**config.mk**
```make
export PLATFORM = sky130hd
export DESIGN_NAME = sec_port
export DESIGN_NICKNAME = d
export VERILOG_FILES = /design/src/rtl/sec_port.v /design/src/rtl/sec_tx.v
export VERILOG_INCLUDE_DIRS = /design/src /design/src/inc
export SDC_FILE = /design/constraint.sdc
export NUM_CORES = 1
export LEC_CHECK = 0
export ABC_AREA = 0
export BUFFER_PORTS_ARGS = -buffer_cell sky130_fd_sc_hd__buf_2
export CORE_ASPECT_RATIO = 0.5
export CORE_MARGIN = 10
export CORE_UTILIZATION = 36
export CTS_CLUSTER_DIAMETER = 30
export DETAILED_ROUTE_END_ITERATION = 12
export MAX_ROUTING_LAYER = met4
export SYNTH_ARGS = -nofsm -noshare
export SYNTH_HDL_FRONTEND = slang
export SYNTH_SLANG_ARGS = --single-unit
```
**constraint.sdc**
```tcl
create_clock -name CLK -period 3.4 [get_ports CLK]
set_input_delay 0.51 -clock CLK [delete_from_list [all_inputs] [get_ports CLK]]
set_output_delay 0.51 -clock CLK [all_outputs]
set_load 0.05 [all_outputs]
```
**src/inc/sec_defines.vh**
```
// constants for the serial echo command port
// assumes a 25 MHz system clock and a 9600 baud link
`ifndef SEC_DEFINES_VH
`define SEC_DEFINES_VH
`define SEC_CLK_HZ        25000000
`define SEC_BAUD          9600
`define SEC_BIT_CYC       (`SEC_CLK_HZ / `SEC_BAUD)
`define SEC_HALF_CYC      (`SEC_BIT_CYC / 2)
`define SEC_DATA_BITS     8
`define SEC_CHAR_CR       8'h0D
`define SEC_CHAR_LF       8'h0A
`define SEC_CHAR_SEMI     8'h3B
`define SEC_LINE_DEPTH    64
`define SEC_LINE_AW       6
`define SEC_ANS_DEPTH     64
`endif

```
**src/rtl/sec_port.v**
```verilog
// serial echo command port: receiver, echo, line buffer, answer sender
// assumes the command interpreter sits outside on the same clock
`timescale 1ns/100ps
`include "sec_defines.vh"
// How it works
// - both directions run at 9600 baud, 8 data bits, no parity, one stop bit.
// - the first 63 characters of a line up to its LF, CR and LF included, are sent back on TXD; nothing is echoed after the LF until LINE_DONE.
// - answer characters go out only when no echo is pending; echo always goes first.
// - lines are ASCII and end in CR then LF.
// - an appended operation-complete query is answered with 1 then CR LF.
// - a whole line of up to 63 characters sent back to back is accepted, echoed in full, then answered.
// - only RXD and TXD carry data; modem lines are looped back inside.
// - the same framing, echo and line ending apply for RS-232 and USB.
// - several query answers go out in one line separated by semicolons.
module sec_port
(
  input  wire       CLK,
  input  wire       RSTN,
  input  wire       RXD,
  output reg        TXD,
  input  wire       DTR,
  output reg        DSR,
  output reg        CTS,
  output reg        LINE_RDY,
  output reg  [5:0] LINE_LEN,
  input  wire [5:0] LINE_ADDR,
  output reg  [7:0] LINE_DATA,
  input  wire       LINE_DONE,
  input  wire       ANS_VALID,
  input  wire [7:0] ANS_DATA,
  input  wire       ANS_LAST,
  input  wire       ANS_SEP,
  output reg        ANS_READY
);
  //------------------------------------------------------------
  // input synchronisers
  //------------------------------------------------------------
  reg rx_s1_ff, rx_s2_ff, dtr_s1_ff, dtr_s2_ff;
  always @(posedge CLK)
  begin
    if (!RSTN)
    begin
      rx_s1_ff  <= 1'b1;
      rx_s2_ff  <= 1'b1;
      dtr_s1_ff <= 1'b0;
      dtr_s2_ff <= 1'b0;
    end
    else
    begin
      rx_s1_ff  <= RXD;
      rx_s2_ff  <= rx_s1_ff;
      dtr_s1_ff <= DTR;
      dtr_s2_ff <= dtr_s1_ff;
    end
  end

  // modem lines looped back, no flow control
  always @(posedge CLK)
  begin
    if (!RSTN)
    begin
      DSR <= 1'b0;
      CTS <= 1'b0;
    end
    else
    begin
      DSR <= dtr_s2_ff;
      CTS <= dtr_s2_ff;
    end
  end

  //------------------------------------------------------------
  // receiver
  //------------------------------------------------------------
  reg [11:0] rx_cnt_ff;
  reg [3:0]  rx_bit_ff;
  reg [7:0]  rx_shf_ff;
  reg        rx_act_ff;
  reg        rx_stb_ff;
  reg [7:0]  rx_byte_ff;
  always @(posedge CLK)
  begin
    if (!RSTN)
    begin
      rx_cnt_ff  <= 12'h000;
      rx_bit_ff  <= 4'h0;
      rx_shf_ff  <= 8'h00;
      rx_act_ff  <= 1'b0;
      rx_stb_ff  <= 1'b0;
      rx_byte_ff <= 8'h00;
    end
    else
    begin
      rx_stb_ff <= 1'b0;
      if (!rx_act_ff)
      begin
        if (!rx_s2_ff)
        begin
          rx_act_ff <= 1'b1;
          rx_cnt_ff <= 12'h000;
          rx_bit_ff <= 4'h0;
        end
      end
      else if ((rx_bit_ff == 4'h0 && rx_cnt_ff == `SEC_HALF_CYC - 1) ||
               (rx_bit_ff != 4'h0 && rx_cnt_ff == `SEC_BIT_CYC - 1))
      begin
        rx_cnt_ff <= 12'h000;
        rx_bit_ff <= rx_bit_ff + 4'h1;
        if (rx_bit_ff == 4'h0 && rx_s2_ff)
          rx_act_ff <= 1'b0;
        else if (rx_bit_ff == 4'h9)
        begin
          rx_act_ff <= 1'b0;
          if (rx_s2_ff)
          begin
            rx_stb_ff  <= 1'b1;
            rx_byte_ff <= rx_shf_ff;
          end
        end
        else if (rx_bit_ff != 4'h0)
          rx_shf_ff <= {rx_s2_ff, rx_shf_ff[7:1]};
      end
      else
        rx_cnt_ff <= rx_cnt_ff + 12'h001;
    end
  end

  //------------------------------------------------------------
  // line buffer and echo queue
  //------------------------------------------------------------
  reg [7:0] line_mem [0:`SEC_LINE_DEPTH-1];
  reg [5:0] wr_ff;
  reg [5:0] echo_ff;
  reg       prev_cr_ff;
  reg       lf_seen_ff;
  reg [5:0] lf_pos_ff;
  always @(posedge CLK)
  begin
    if (rx_stb_ff && !LINE_RDY)
      line_mem[wr_ff] <= rx_byte_ff;
    LINE_DATA <= line_mem[LINE_ADDR];
  end

  // echo drains the buffer behind the receiver
  wire echo_pend = (echo_ff != wr_ff);
  wire tx_busy;
  reg  tx_go_ff;
  reg  [7:0] tx_dat_ff;
  reg  src_ans_ff;

  always @(posedge CLK)
  begin
    if (!RSTN)
    begin
      wr_ff      <= 6'h00;
      prev_cr_ff <= 1'b0;
      lf_seen_ff <= 1'b0;
      lf_pos_ff  <= 6'h00;
      LINE_RDY   <= 1'b0;
      LINE_LEN   <= 6'h00;
    end
    else
    begin
      if (rx_stb_ff && !LINE_RDY && !lf_seen_ff)
      begin
        if (wr_ff != 6'h3F)
          wr_ff <= wr_ff + 6'h01;
        prev_cr_ff <= (rx_byte_ff == `SEC_CHAR_CR);
        if (prev_cr_ff && rx_byte_ff == `SEC_CHAR_LF)
        begin
          lf_seen_ff <= 1'b1;
          lf_pos_ff  <= wr_ff;
        end
      end
      if (lf_seen_ff && !echo_pend && !tx_busy && !tx_go_ff)
      begin
        LINE_RDY   <= 1'b1;
        LINE_LEN   <= lf_pos_ff + 6'h01;
        lf_seen_ff <= 1'b0;
      end
      if (LINE_RDY && LINE_DONE)
      begin
        LINE_RDY   <= 1'b0;
        wr_ff      <= 6'h00;
        prev_cr_ff <= 1'b0;
      end
    end
  end

  //------------------------------------------------------------
  // transmit arbiter: echo first, then answer
  //------------------------------------------------------------
  localparam ST_IDLE = 2'b00;
  localparam ST_TAIL = 2'b01;
  reg [1:0] st_ff;
  reg [1:0] tail_ff;
  always @(posedge CLK)
  begin
    if (!RSTN)
    begin
      echo_ff    <= 6'h00;
      tx_go_ff   <= 1'b0;
      tx_dat_ff  <= 8'h00;
      src_ans_ff <= 1'b0;
      ANS_READY  <= 1'b0;
      st_ff      <= ST_IDLE;
      tail_ff    <= 2'b00;
    end
    else
    begin
      tx_go_ff  <= 1'b0;
      ANS_READY <= 1'b0;
      if (LINE_RDY && LINE_DONE)
        echo_ff <= 6'h00;
      case (st_ff)
        ST_IDLE:
        begin
          if (!tx_busy && !tx_go_ff && !ANS_READY)
          begin
            if (echo_pend)
            begin
              tx_dat_ff <= line_mem[echo_ff];
              tx_go_ff  <= 1'b1;
              echo_ff   <= echo_ff + 6'h01;
            end
            else if (ANS_VALID && LINE_RDY)
            begin
              tx_dat_ff <= ANS_SEP ? `SEC_CHAR_SEMI : ANS_DATA;
              tx_go_ff  <= 1'b1;
              ANS_READY <= 1'b1;
              if (ANS_LAST)
              begin
                st_ff   <= ST_TAIL;
                tail_ff <= 2'b00;
              end
            end
          end
        end
        ST_TAIL:
        begin
          if (!tx_busy && !tx_go_ff)
          begin
            tx_go_ff <= 1'b1;
            if (tail_ff == 2'b00)
            begin
              tx_dat_ff <= `SEC_CHAR_CR;
              tail_ff   <= 2'b01;
            end
            else
            begin
              tx_dat_ff <= `SEC_CHAR_LF;
              st_ff     <= ST_IDLE;
            end
          end
        end
        default:
          st_ff <= ST_IDLE;
      endcase
    end
  end

  //------------------------------------------------------------
  // transmitter
  //------------------------------------------------------------
  wire tx_line;
  sec_tx u_tx
  (
    .clk     (CLK),
    .rstn    (RSTN),
    .start   (tx_go_ff),
    .data    (tx_dat_ff),
    .busy_ff (tx_busy),
    .line_ff (tx_line)
  );

  always @(posedge CLK)
  begin
    if (!RSTN)
      TXD <= 1'b1;
    else
      TXD <= tx_line;
  end
endmodule // sec_port

```
**src/rtl/sec_tx.v**
```verilog
// serial transmitter: 8 data bits, no parity, 1 stop bit
// assumes CLK at 25 MHz; start is a one-cycle pulse taken while idle
`timescale 1ns/100ps
`include "sec_defines.vh"
module sec_tx
(
  input  wire       clk,
  input  wire       rstn,
  input  wire       start,
  input  wire [7:0] data,
  output reg        busy_ff,
  output reg        line_ff
);
  reg [11:0] cnt_ff;
  reg [3:0]  bit_ff;
  reg [8:0]  shf_ff;

  always @(posedge clk)
  begin
    if (!rstn)
    begin
      busy_ff <= 1'b0;
      line_ff <= 1'b1;
      cnt_ff  <= 12'h000;
      bit_ff  <= 4'h0;
      shf_ff  <= 9'h1FF;
    end
    else if (!busy_ff)
    begin
      if (start)
      begin
        busy_ff <= 1'b1;
        line_ff <= 1'b0;
        shf_ff  <= {1'b1, data};
        cnt_ff  <= 12'h000;
        bit_ff  <= 4'h0;
      end
    end
    else if (cnt_ff == `SEC_BIT_CYC - 1)
    begin
      cnt_ff <= 12'h000;
      if (bit_ff == 4'h9)
        busy_ff <= 1'b0;
      else
      begin
        line_ff <= shf_ff[0];
        shf_ff  <= {1'b1, shf_ff[8:1]};
        bit_ff  <= bit_ff + 4'h1;
      end
    end
    else
      cnt_ff <= cnt_ff + 12'h001;
  end
endmodule // sec_tx

```
# Word-level counts from Yosys, hierarchy flattened
# Memory sizes are Yosys's and may differ from the RTL's. A register that Yosys moved wholly into a read port is not among the register bits.
# Cells that the tools add are included.
[totals]
mem_bits_rw = 512
mem_bits_ro = 0
memories = 1
inputBits = 22
output_inout_bits = 19
register_bits = 108
latchBits = 0
word_cells = 169
[mem_list]
columns = ["name", "words", "width", "rd", "rd_clocked_by_memory_dff", "write_ports", "line_no", "rtl"]
rows = [
  ["line_mem", 64, 8, 2, 2, 1, "sec_port.v:131", "reg [7:0] line_mem [0:`SEC_LINE_DEPTH-1];"],
]
[classes]
order_cmp = 0
bitwise = 7
eq_ne = 22
mux = 64
reduce_logical = 39
n_shift = 0
n_addsub = 7
n_div = 0
n_mul = 0
[op_table]
columns = ["operator", "n"]
rows = [
  ["$mux 12", 6],
  ["$mux 8", 5],
  ["$mux 9", 4],
  ["$mux 6", 5],
  ["$mux 4", 7],
  ["$add 12x1->12 const B", 2],
  ["$eq 12x12->1 const B", 2],
  ["$mux 2", 12],
  ["$mux 1", 20],
  ["$add 6x1->6 const B", 3],
  ["$ne 2x2->1 const B", 9],
  ["$eq 8x4->1 const B", 2],
  ["$pmux 8 s2", 1],
  ["$logic_and 1x1->1", 13],
  ["$eq 12x11->1 const B", 1],
  ["$reduce_and 5->1", 2],
  ["$add 4x1->4 const B", 2],
  ["$eq 4x4->1 const B", 2],
  ["$pmux 2 s2", 2],
  ["$not 1->1", 7],
  ["$reduce_and 7->1", 1],
  ["$logic_not 1->1", 6],
  ["$ne 6x6->1", 1],
  ["$ne 6x6->1 const B", 1],
  ["other kinds (17)", 23],
]

# Logic depth before layout (Yosys ltp)
# Gate-level depths: netlist (run 1).
[logic_depth]
depth_word = 6
mapped_depth = 11
depth_no_buf = 8

# Cells and area by module
# A second synthesis (run 1) with hierarchy kept.
[hier_totals]
hier_cells = 1743
hier_area_um2 = 29050.4
[modules_own_cells]
columns = ["module", "cells_per_inst", "instances", "area_per_inst_um2", "seq_area_each_um2"]
rows = [
  ["sec_port", 1569, 1, 27641.5, 17116.4],
  ["sec_tx", 174, 1, 1408.9, 520.5],
]

# Worst setup path before layout (run 1)
# No wires, ideal clock.
[synth_path]
kind = "input to register"
start = "input port LINE_ADDR[1]"
end = "register LINE_DATA[2] (read register of line_mem)"
path_buffers = 2
setup_slack_ns = 0.839
setup_time_ns = 0.134
arrival_time_ns = 2.426
cell_stages = 5
t_required_ns = 3.266
cell_sequence = "clkbuf_1 > buf_1 > mux4_2 > mux4_2 > mux4_2"
[synth_lines]
columns = ["item", "line_no", "rtl"]
rows = [
  ["from (decl)", "sec_port.v:26", "input wire [5:0] LINE_ADDR,"],
  ["to (decl)", "sec_port.v:27", "output reg [7:0] LINE_DATA,"],
]

# Worst setup path in the final report (run 1)
[layout_path]
start = "register echo_ff[1]"
end = "register tx_dat_ff[6]"
[layout_via]
elab_chain_cells = 4
elab_cells_between_ends = 6
cone_classes = "eq/ne: 2; mux: 3; reduce/logical: 1"
[layout_lines]
columns = ["item", "line_no", "rtl"]
rows = [
  ["from (decl)", "sec_port.v:133", "reg [5:0] echo_ff;"],
  ["from (signal assigned)", "sec_port.v:224", "echo_ff <= echo_ff + 6'h01;"],
  ["$ne 6x6->1 (*)", "sec_port.v:145", "wire echo_pend = (echo_ff != wr_ff);"],
  ["$mux 8", "sec_port.v:220", "if (echo_pend)"],
  ["$mux 8", "sec_port.v:218", "if (!tx_busy && !tx_go_ff && !ANS_READY)"],
  ["$pmux 8 s2", "sec_port.v:215", "case (st_ff)"],
  ["to (signal assigned)", "sec_port.v:222", "tx_dat_ff <= line_mem[echo_ff];"],
  ["to (signal assigned)", "sec_port.v:228", "tx_dat_ff <= ANS_SEP ? `SEC_CHAR_SEMI : ANS_DATA;"],
  ["to (signal assigned)", "sec_port.v:246", "tx_dat_ff <= `SEC_CHAR_CR;"],
  ["to (decl)", "sec_port.v:148", "reg [7:0] tx_dat_ff;"],
]
# Mark *: on every way between the ends. The rest lies on a longest branch, timed or not. The select of a mux whose other input is x is not followed.
# A chain may end at the register's enable or synchronous reset.

==> metrics, run 1 <==
fin crit period=3.04 ns; CTS Hold Bufs=0; commonest non-fill, non-tap cell in the layout=edfxtp_1; Yosys top cell area share=53.1%; Buffers on Ports=40; Final Hold Fails=0; Final Max Slew Viols=0; Crit-path slowest cell=a2111oi_0; Synth Register Bits=625; Boundary Pins=41; die area=92900 um^2; Unique masters post-synth=69; worst path cell trace=buf_4 -> mux4_2 -> and2_1 -> a2111oi_0 -> a311oi_1 -> nand3_1 -> a311oi_1; final core occ=44.2%; worst-path maximum fanout=30; First-pass DRT Iterations=5; DRC Markers=0; syn avg cell area=16.9 um^2; Syn Nets=1745; worst skew pair latency=0.67 ns; Sw Pwr=0.00549 W; Rel. slew slack=40.4%; path category of the worst min-delay check=primary input to flip-flop; family with the most delay on the worst path=compound AO/OA/AOI/OAI gates; antenna violations before repair=3; Rows=73; Peak supply drop=0.000385 V; Synth Flop Type=edfxtp_1; reg2reg end=tx_dat_ff[6]; GP Congestion=0.878; Post-DP HPWL=53700 um; root buf cell=clkbuf_16; first-pass GRT wire length=122000 um; Least-Margin Pin Slew=0.872 ns; crit path buf inv count=1; share of layout cells above drive strength 1=35.0%; Peak Freq=329 MHz; worst hold start=RXD; Seq pwr share=37.6%; Worst Setup End Kind=flip-flop; largest net degree at the start of global routing=67; Num CTS Buffers=110; vias in the first global route=17.5k; Setup TNS=0 ns; Clock power frac=51.1%; final setup fails=0; Layout area overhead=21.3%; Total GRT Usage=18.2%; filler cell count=6865; Min Hold Slack=0.0379 ns; grt total ovfl=0; Core Box Area=79600 um^2; hold path depth=2; CTS Sinks=625; PwrDens=634 nW/um^2; critical path arrival=3.56 ns; status=finished clean; Post-CTS Resized=0; Routed WL=82700 um; unrepaired setup endpoints after global routing=false; WHS Endpoint=rx_s1_ff; Initial Util=36.4%; Cells after Synth=1712; DRT iter0 DRCs=2105; vias per cell=5.78; Leak=11.3 nW; max-cap violation count=0; synthesized area=29000 um^2; CP Launch Type=flip-flop; mean routed wirelength per cell=26.8 um; Seq/Total Area, Yosys=60.9%; H-tree Lvls=3; vias=17.8k; Detail Route Antenna Nets=0; YS warnings=0; post-CTS setup buffers=0; crit-path most repeated cell=a311oi_1; Combinational Power Share=11.3%; cells on worst reg2reg path=7; R2R Path Start=echo_ff[1]; maximum clock path buffer count=3; Synth async-reset ratio=0%; die span in x=421 um; Post-synth EDFFs=512; area leader, netlist=edfxtp_1; commonest cells after routing, fill and taps aside=edfxtp_1, mux4_2, nor2_1; Crit path required time=3.91 ns; synth top area cells=edfxtp_1, mux4_2, dfxtp_1; Clock Skew=0.0299 ns; R2R setup slack=0.36 ns; Internal Power=0.0168 W; CTS tree=built; sw frac=24.6%; clock transition at the registers of the reported paths=0.05 ns; fin crit share=89.5%; max incr delay on CP=0.78 ns; fin nets=1928; Die Span Y=221 um; worst setup path class=flip-flop to flip-flop
-- state kept, by name, indices dropped and copies added, names as in the netlist, 8 cells and up --
register	flops
LINE_DATA	8
u_tx.shf_ff	8
u_tx.cnt_ff	12
tx_dat_ff	8
rx_byte_ff	8
rx_cnt_ff	12
rx_shf_ff	8
line_mem	512
-- routing by layer --
layer	share of wire (%)	global-route usage (%)
met1	42	24.9
met2	46	27.4
met4	2.2	4.89
met5	0	-
met3	9.8	4.06
-- how the worst max path moves through the flow --
| stage | from | to | depth (start not counted) |
|---|---|---|---|
| finish | echo_ff[1] | tx_dat_ff[6] | 7 |
| global route | echo_ff[1] | tx_dat_ff[6] | 7 |
| CTS | echo_ff[1] | tx_dat_ff[6] | 7 |
| detailed placement | echo_ff[1] | tx_dat_ff[6] | 7 |
| global placement | echo_ff[1] | tx_dat_ff[6] | 7 |
| floorplan | LINE_ADDR[1] | LINE_DATA[2] | 5 |
-- worst register-to-register path, stage by stage, from the launching register on --
cell,delay (ns)
dfxtp_4,0.52
buf_4,0.47
mux4_2,0.42
and2_1,0.18
a2111oi_0,0.78
a311oi_1,0.21
nand3_1,0.20
a311oi_1,0.10
-- Yosys cell counts (11+ instances only) --
library cell,instances
a21oi_1,49
a22oi_1,12
and2_1,15
buf_1,11
buf_2,29
buf_4,20
clkbuf_1,47
dfxtp_1,113
edfxtp_1,512
ha_1,11
inv_1,13
mux2i_1,83
mux4_2,293
nand2_1,69
nand3_1,41
nor2_1,150
nor3_1,19
nor4_1,12
o21ai_0,24
or3_1,11
-- per-stage QoR --
| step | setup slack (ns) | cells | instance area, um^2 | total power [W] |
|---|---|---|---|---|
| floorplan | 0.839 | 1712 | 29000 | 0.0103 |
| global placement | 0.427 | 2870 | 31300 | 0.0111 |
| detailed placement | 0.407 | 2870 | 31300 | 0.0111 |
| CTS | 0.390 | 3079 | 35200 | 0.0225 |
| global route | 0.259 | 3080 | 35200 | 0.0230 |
| finish | 0.356 | 3080 | 35200 | 0.0223 |
-- kinds of logic after synthesis --
group / share of synthesized area, %
buf+inv: 2.17
simple gates: 6.48
mux: 25.8
xor+xnor: 0.423
compound gates: 3.83
fa+ha+maj: 0.475
flops: 60.9
-- final cells by class --
| type | count | area, um^2 | area share (%) |
|---|---|---|---|
| repair buffers | 183 | 1480 | 4.20 |
| clock inverters | 90 | 1060 | 3.02 |
| diodes | 1 | 2.50 | 0.00712 |
| inverters | 16 | 60.1 | 0.171 |
| well taps | 1087 | 1360 | 3.87 |
| multi-input cells | 959 | 10700 | 30.5 |
| flip-flops and latches | 625 | 17700 | 50.2 |
| clock buffers | 119 | 2830 | 8.05 |
-- power by group through the flow --
stage | Sequential [W] | Clock [W] | Combinational (W)
global route | 0.00838 | 0.0119 | 0.00269
finish | 0.00838 | 0.0114 | 0.00253
detailed placement | 0.00853 | 0 | 0.00254
floorplan | 0.00853 | 0 | 0.00180
global placement | 0.00853 | 0 | 0.00254
CTS | 0.00838 | 0.0115 | 0.00255
Power figures use the tool's default switching activity.
==> run 2: changes to the inputs <==
--- a/config.mk
+++ b/config.mk
@@ -14,6 +14,7 @@
 export CTS_CLUSTER_DIAMETER = 30
 export DETAILED_ROUTE_END_ITERATION = 12
 export MAX_ROUTING_LAYER = met4
+export RECOVER_POWER = 25
 export SYNTH_ARGS = -nofsm -noshare
 export SYNTH_HDL_FRONTEND = slang
 export SYNTH_SLANG_ARGS = --single-unit
==> run 2 against run 1 <==
  * The run now ends with max-capacitance violations, max-slew violations left
  * Clock power hardly changed
  * Setup slack better by 0.0023 ns
  * Critical endpoint unchanged
  * Largest cell class unchanged
  * Wire length hardly changed
  * Non-clock buffer count stayed put
  * Sequential power hardly changed
  * Final area hardly changed
  * Global-route usage stayed put
  * Clock skew hardly changed
  * Power hardly changed
  * Core utilization hardly changed
  * Final cell count hardly changed
==> metrics, run 2 (synthesis gave the netlist of run 1 again) <==
R2R setup slack=0.36 ns (about the same); CTS tree=built (unchanged); commonest non-fill, non-tap cell in the layout=edfxtp_1 (unchanged); Rows=73 (unchanged); family with the most delay on the worst path=compound AO/OA/AOI/OAI gates (unchanged); Detail Route Antenna Nets=0 (unchanged); DRC Markers=0 (unchanged); Final Hold Fails=0 (unchanged); Die Span Y=221 um (unchanged); worst-path maximum fanout=30 (unchanged); vias per cell=5.76 (was 5.78); Largest regs=line_mem: 512 flops, rx_cnt_ff: 12 flops, u_tx.cnt_ff: 12 flops (unchanged); Post-DP HPWL=53700 um (unchanged); Layout area overhead=21.2% (was 21.3%); Crit-path slowest cell=a2111oi_0 (unchanged); fin crit period=3.04 ns (about the same); clock transition at the registers of the reported paths=0.05 ns (about the same); Leak=11.3 nW (about the same); crit-path most repeated cell=a311oi_1 (unchanged); final core occ=44.2% (about the same); Final Max Slew Viols=38 (was 0); max reg flops=512 (unchanged); max incr delay on CP=0.78 ns (about the same); root buf cell=clkbuf_16 (unchanged); CTS Sinks=625 (unchanged); worst setup path class=flip-flop to flip-flop (unchanged); H-tree Lvls=3 (unchanged); PwrDens=635 nW/um^2 (was 634 nW/um^2); Rel. slew slack=-13.4% (was 40.4%); unrepaired setup endpoints after global routing=false (unchanged); First-pass DRT Iterations=7 (was 5); maximum clock path buffer count=3 (unchanged); critical path arrival=3.56 ns (about the same); placed inst area=31300 um^2 (unchanged); vias=17.8k (about the same); Post-CTS Resized=0 (unchanged); post-CTS setup buffers=0 (unchanged); reg2reg end=tx_dat_ff[6] (unchanged); fin nets=1928 (unchanged); WHS Endpoint=rx_s1_ff (unchanged); Core Box Area=79600 um^2 (unchanged); Worst Setup End Kind=flip-flop (unchanged); cells on worst reg2reg path=7 (unchanged); Boundary Pins=41 (unchanged); worst path cell trace=buf_4 -> mux4_2 -> and2_1 -> a2111oi_0 -> a311oi_1 -> nand3_1 -> a311oi_1 (unchanged); antenna violations before repair=3 (unchanged); share of layout cells above drive strength 1=34.5% (was 35.0%); CP Launch Type=flip-flop (unchanged); grt total ovfl=0 (unchanged); vias in the first global route=17.5k (unchanged); Clock Skew=0.0300 ns (was 0.0299 ns); Routed WL=82700 um (about the same); Crit path required time=3.91 ns (about the same); DRT iter0 DRCs=2144 (was 2105); filler cell count=6867 (was 6865); hold path depth=2 (unchanged); CTS Hold Bufs=0 (unchanged); Peak supply drop=0.000389 V (was 0.000385 V); die area=92900 um^2 (unchanged); final instance area=35100 um^2 (was 35200 um^2); crit path buf inv count=1 (unchanged); Peak Freq=329 MHz (about the same); R2R Path Start=echo_ff[1] (unchanged); GP Congestion=0.878 (unchanged); violated checks=max-capacitance violations, max-slew violations; Num CTS Buffers=110 (unchanged); commonest cells after routing, fill and taps aside=edfxtp_1, mux4_2, nor2_1 (unchanged); Total GRT Usage=18.2% (unchanged); final setup fails=0 (unchanged); path category of the worst min-delay check=primary input to flip-flop (unchanged); fin crit share=89.5% (about the same); largest net degree at the start of global routing=67 (unchanged); Least-Margin Pin Slew=1.70 ns (was 0.872 ns); mean routed wirelength per cell=26.8 um (about the same); worst skew pair latency=0.67 ns (about the same); first-pass GRT wire length=122000 um (unchanged); die span in x=421 um (unchanged); max-cap violation count=1 (was 0); Buffers on Ports=40 (unchanged); status=complete, but fails checks (was finished clean); Setup TNS=0 ns (unchanged); Reg with most FFs=line_mem (unchanged); Initial Util=36.4% (unchanged); worst hold start=RXD (unchanged)
==> run 2: per-stage QoR <==
stage	hold slack [ns]	instances	power (W)	setup slack (ns)
detailed placement	0.395	2870	0.0111	0.407
floorplan	0.386	1712	0.0103	0.839
global route	0.0158	3080	0.0230	0.259
CTS	0.000744	3079	0.0225	0.390
finish	0.0374	3081	0.0223	0.359
global placement	0.399	2870	0.0111	0.427
==> run 2: layout make-up <==
class / count / area (um^2) / share of cell area [%]
antenna: 2 / 5.00 / 0.0142
clock buffer: 119 / 2830 / 8.05
clock inverter: 90 / 1060 / 3.02
inverter: 16 / 60.1 / 0.171
multi-input combinational: 959 / 10700 / 30.5
sequential: 625 / 17600 / 50.2
tap: 1087 / 1360 / 3.87
timing repair buffer: 183 / 1460 / 4.15
==> run 2: worst max-delay path by stage <==
stage                       startpoint           end  slack (ns)  cells after the start
after global placement      echo_ff[1]  tx_dat_ff[6]        0.43                      7
after CTS                   echo_ff[1]  tx_dat_ff[6]        0.39                      7
final                       echo_ff[1]  tx_dat_ff[6]        0.36                      7
after detailed placement    echo_ff[1]  tx_dat_ff[6]        0.41                      7
after floorplan           LINE_ADDR[1]  LINE_DATA[2]        0.84                      5
after global routing        echo_ff[1]  tx_dat_ff[6]        0.26                      7
==> run 2: report_power, final <==
group,internal (W),switching (W)
logic,0.00120,0.00133
clock network,0.00732,0.00407
registers,0.00828,0.0000971
total,0.0168,0.00550
==> run 2: routing by layer <==
metal	global-route usage (%)	vias to the layer above	routed length, um	part of all wire (%)
met4	4.89	0	1930	2.3
met1	24.9	9275	35200	43
met3	4.06	140	7910	9.6
met5	-	-	0	0
li1	-	7475	-	-
met2	27.4	867	37700	46
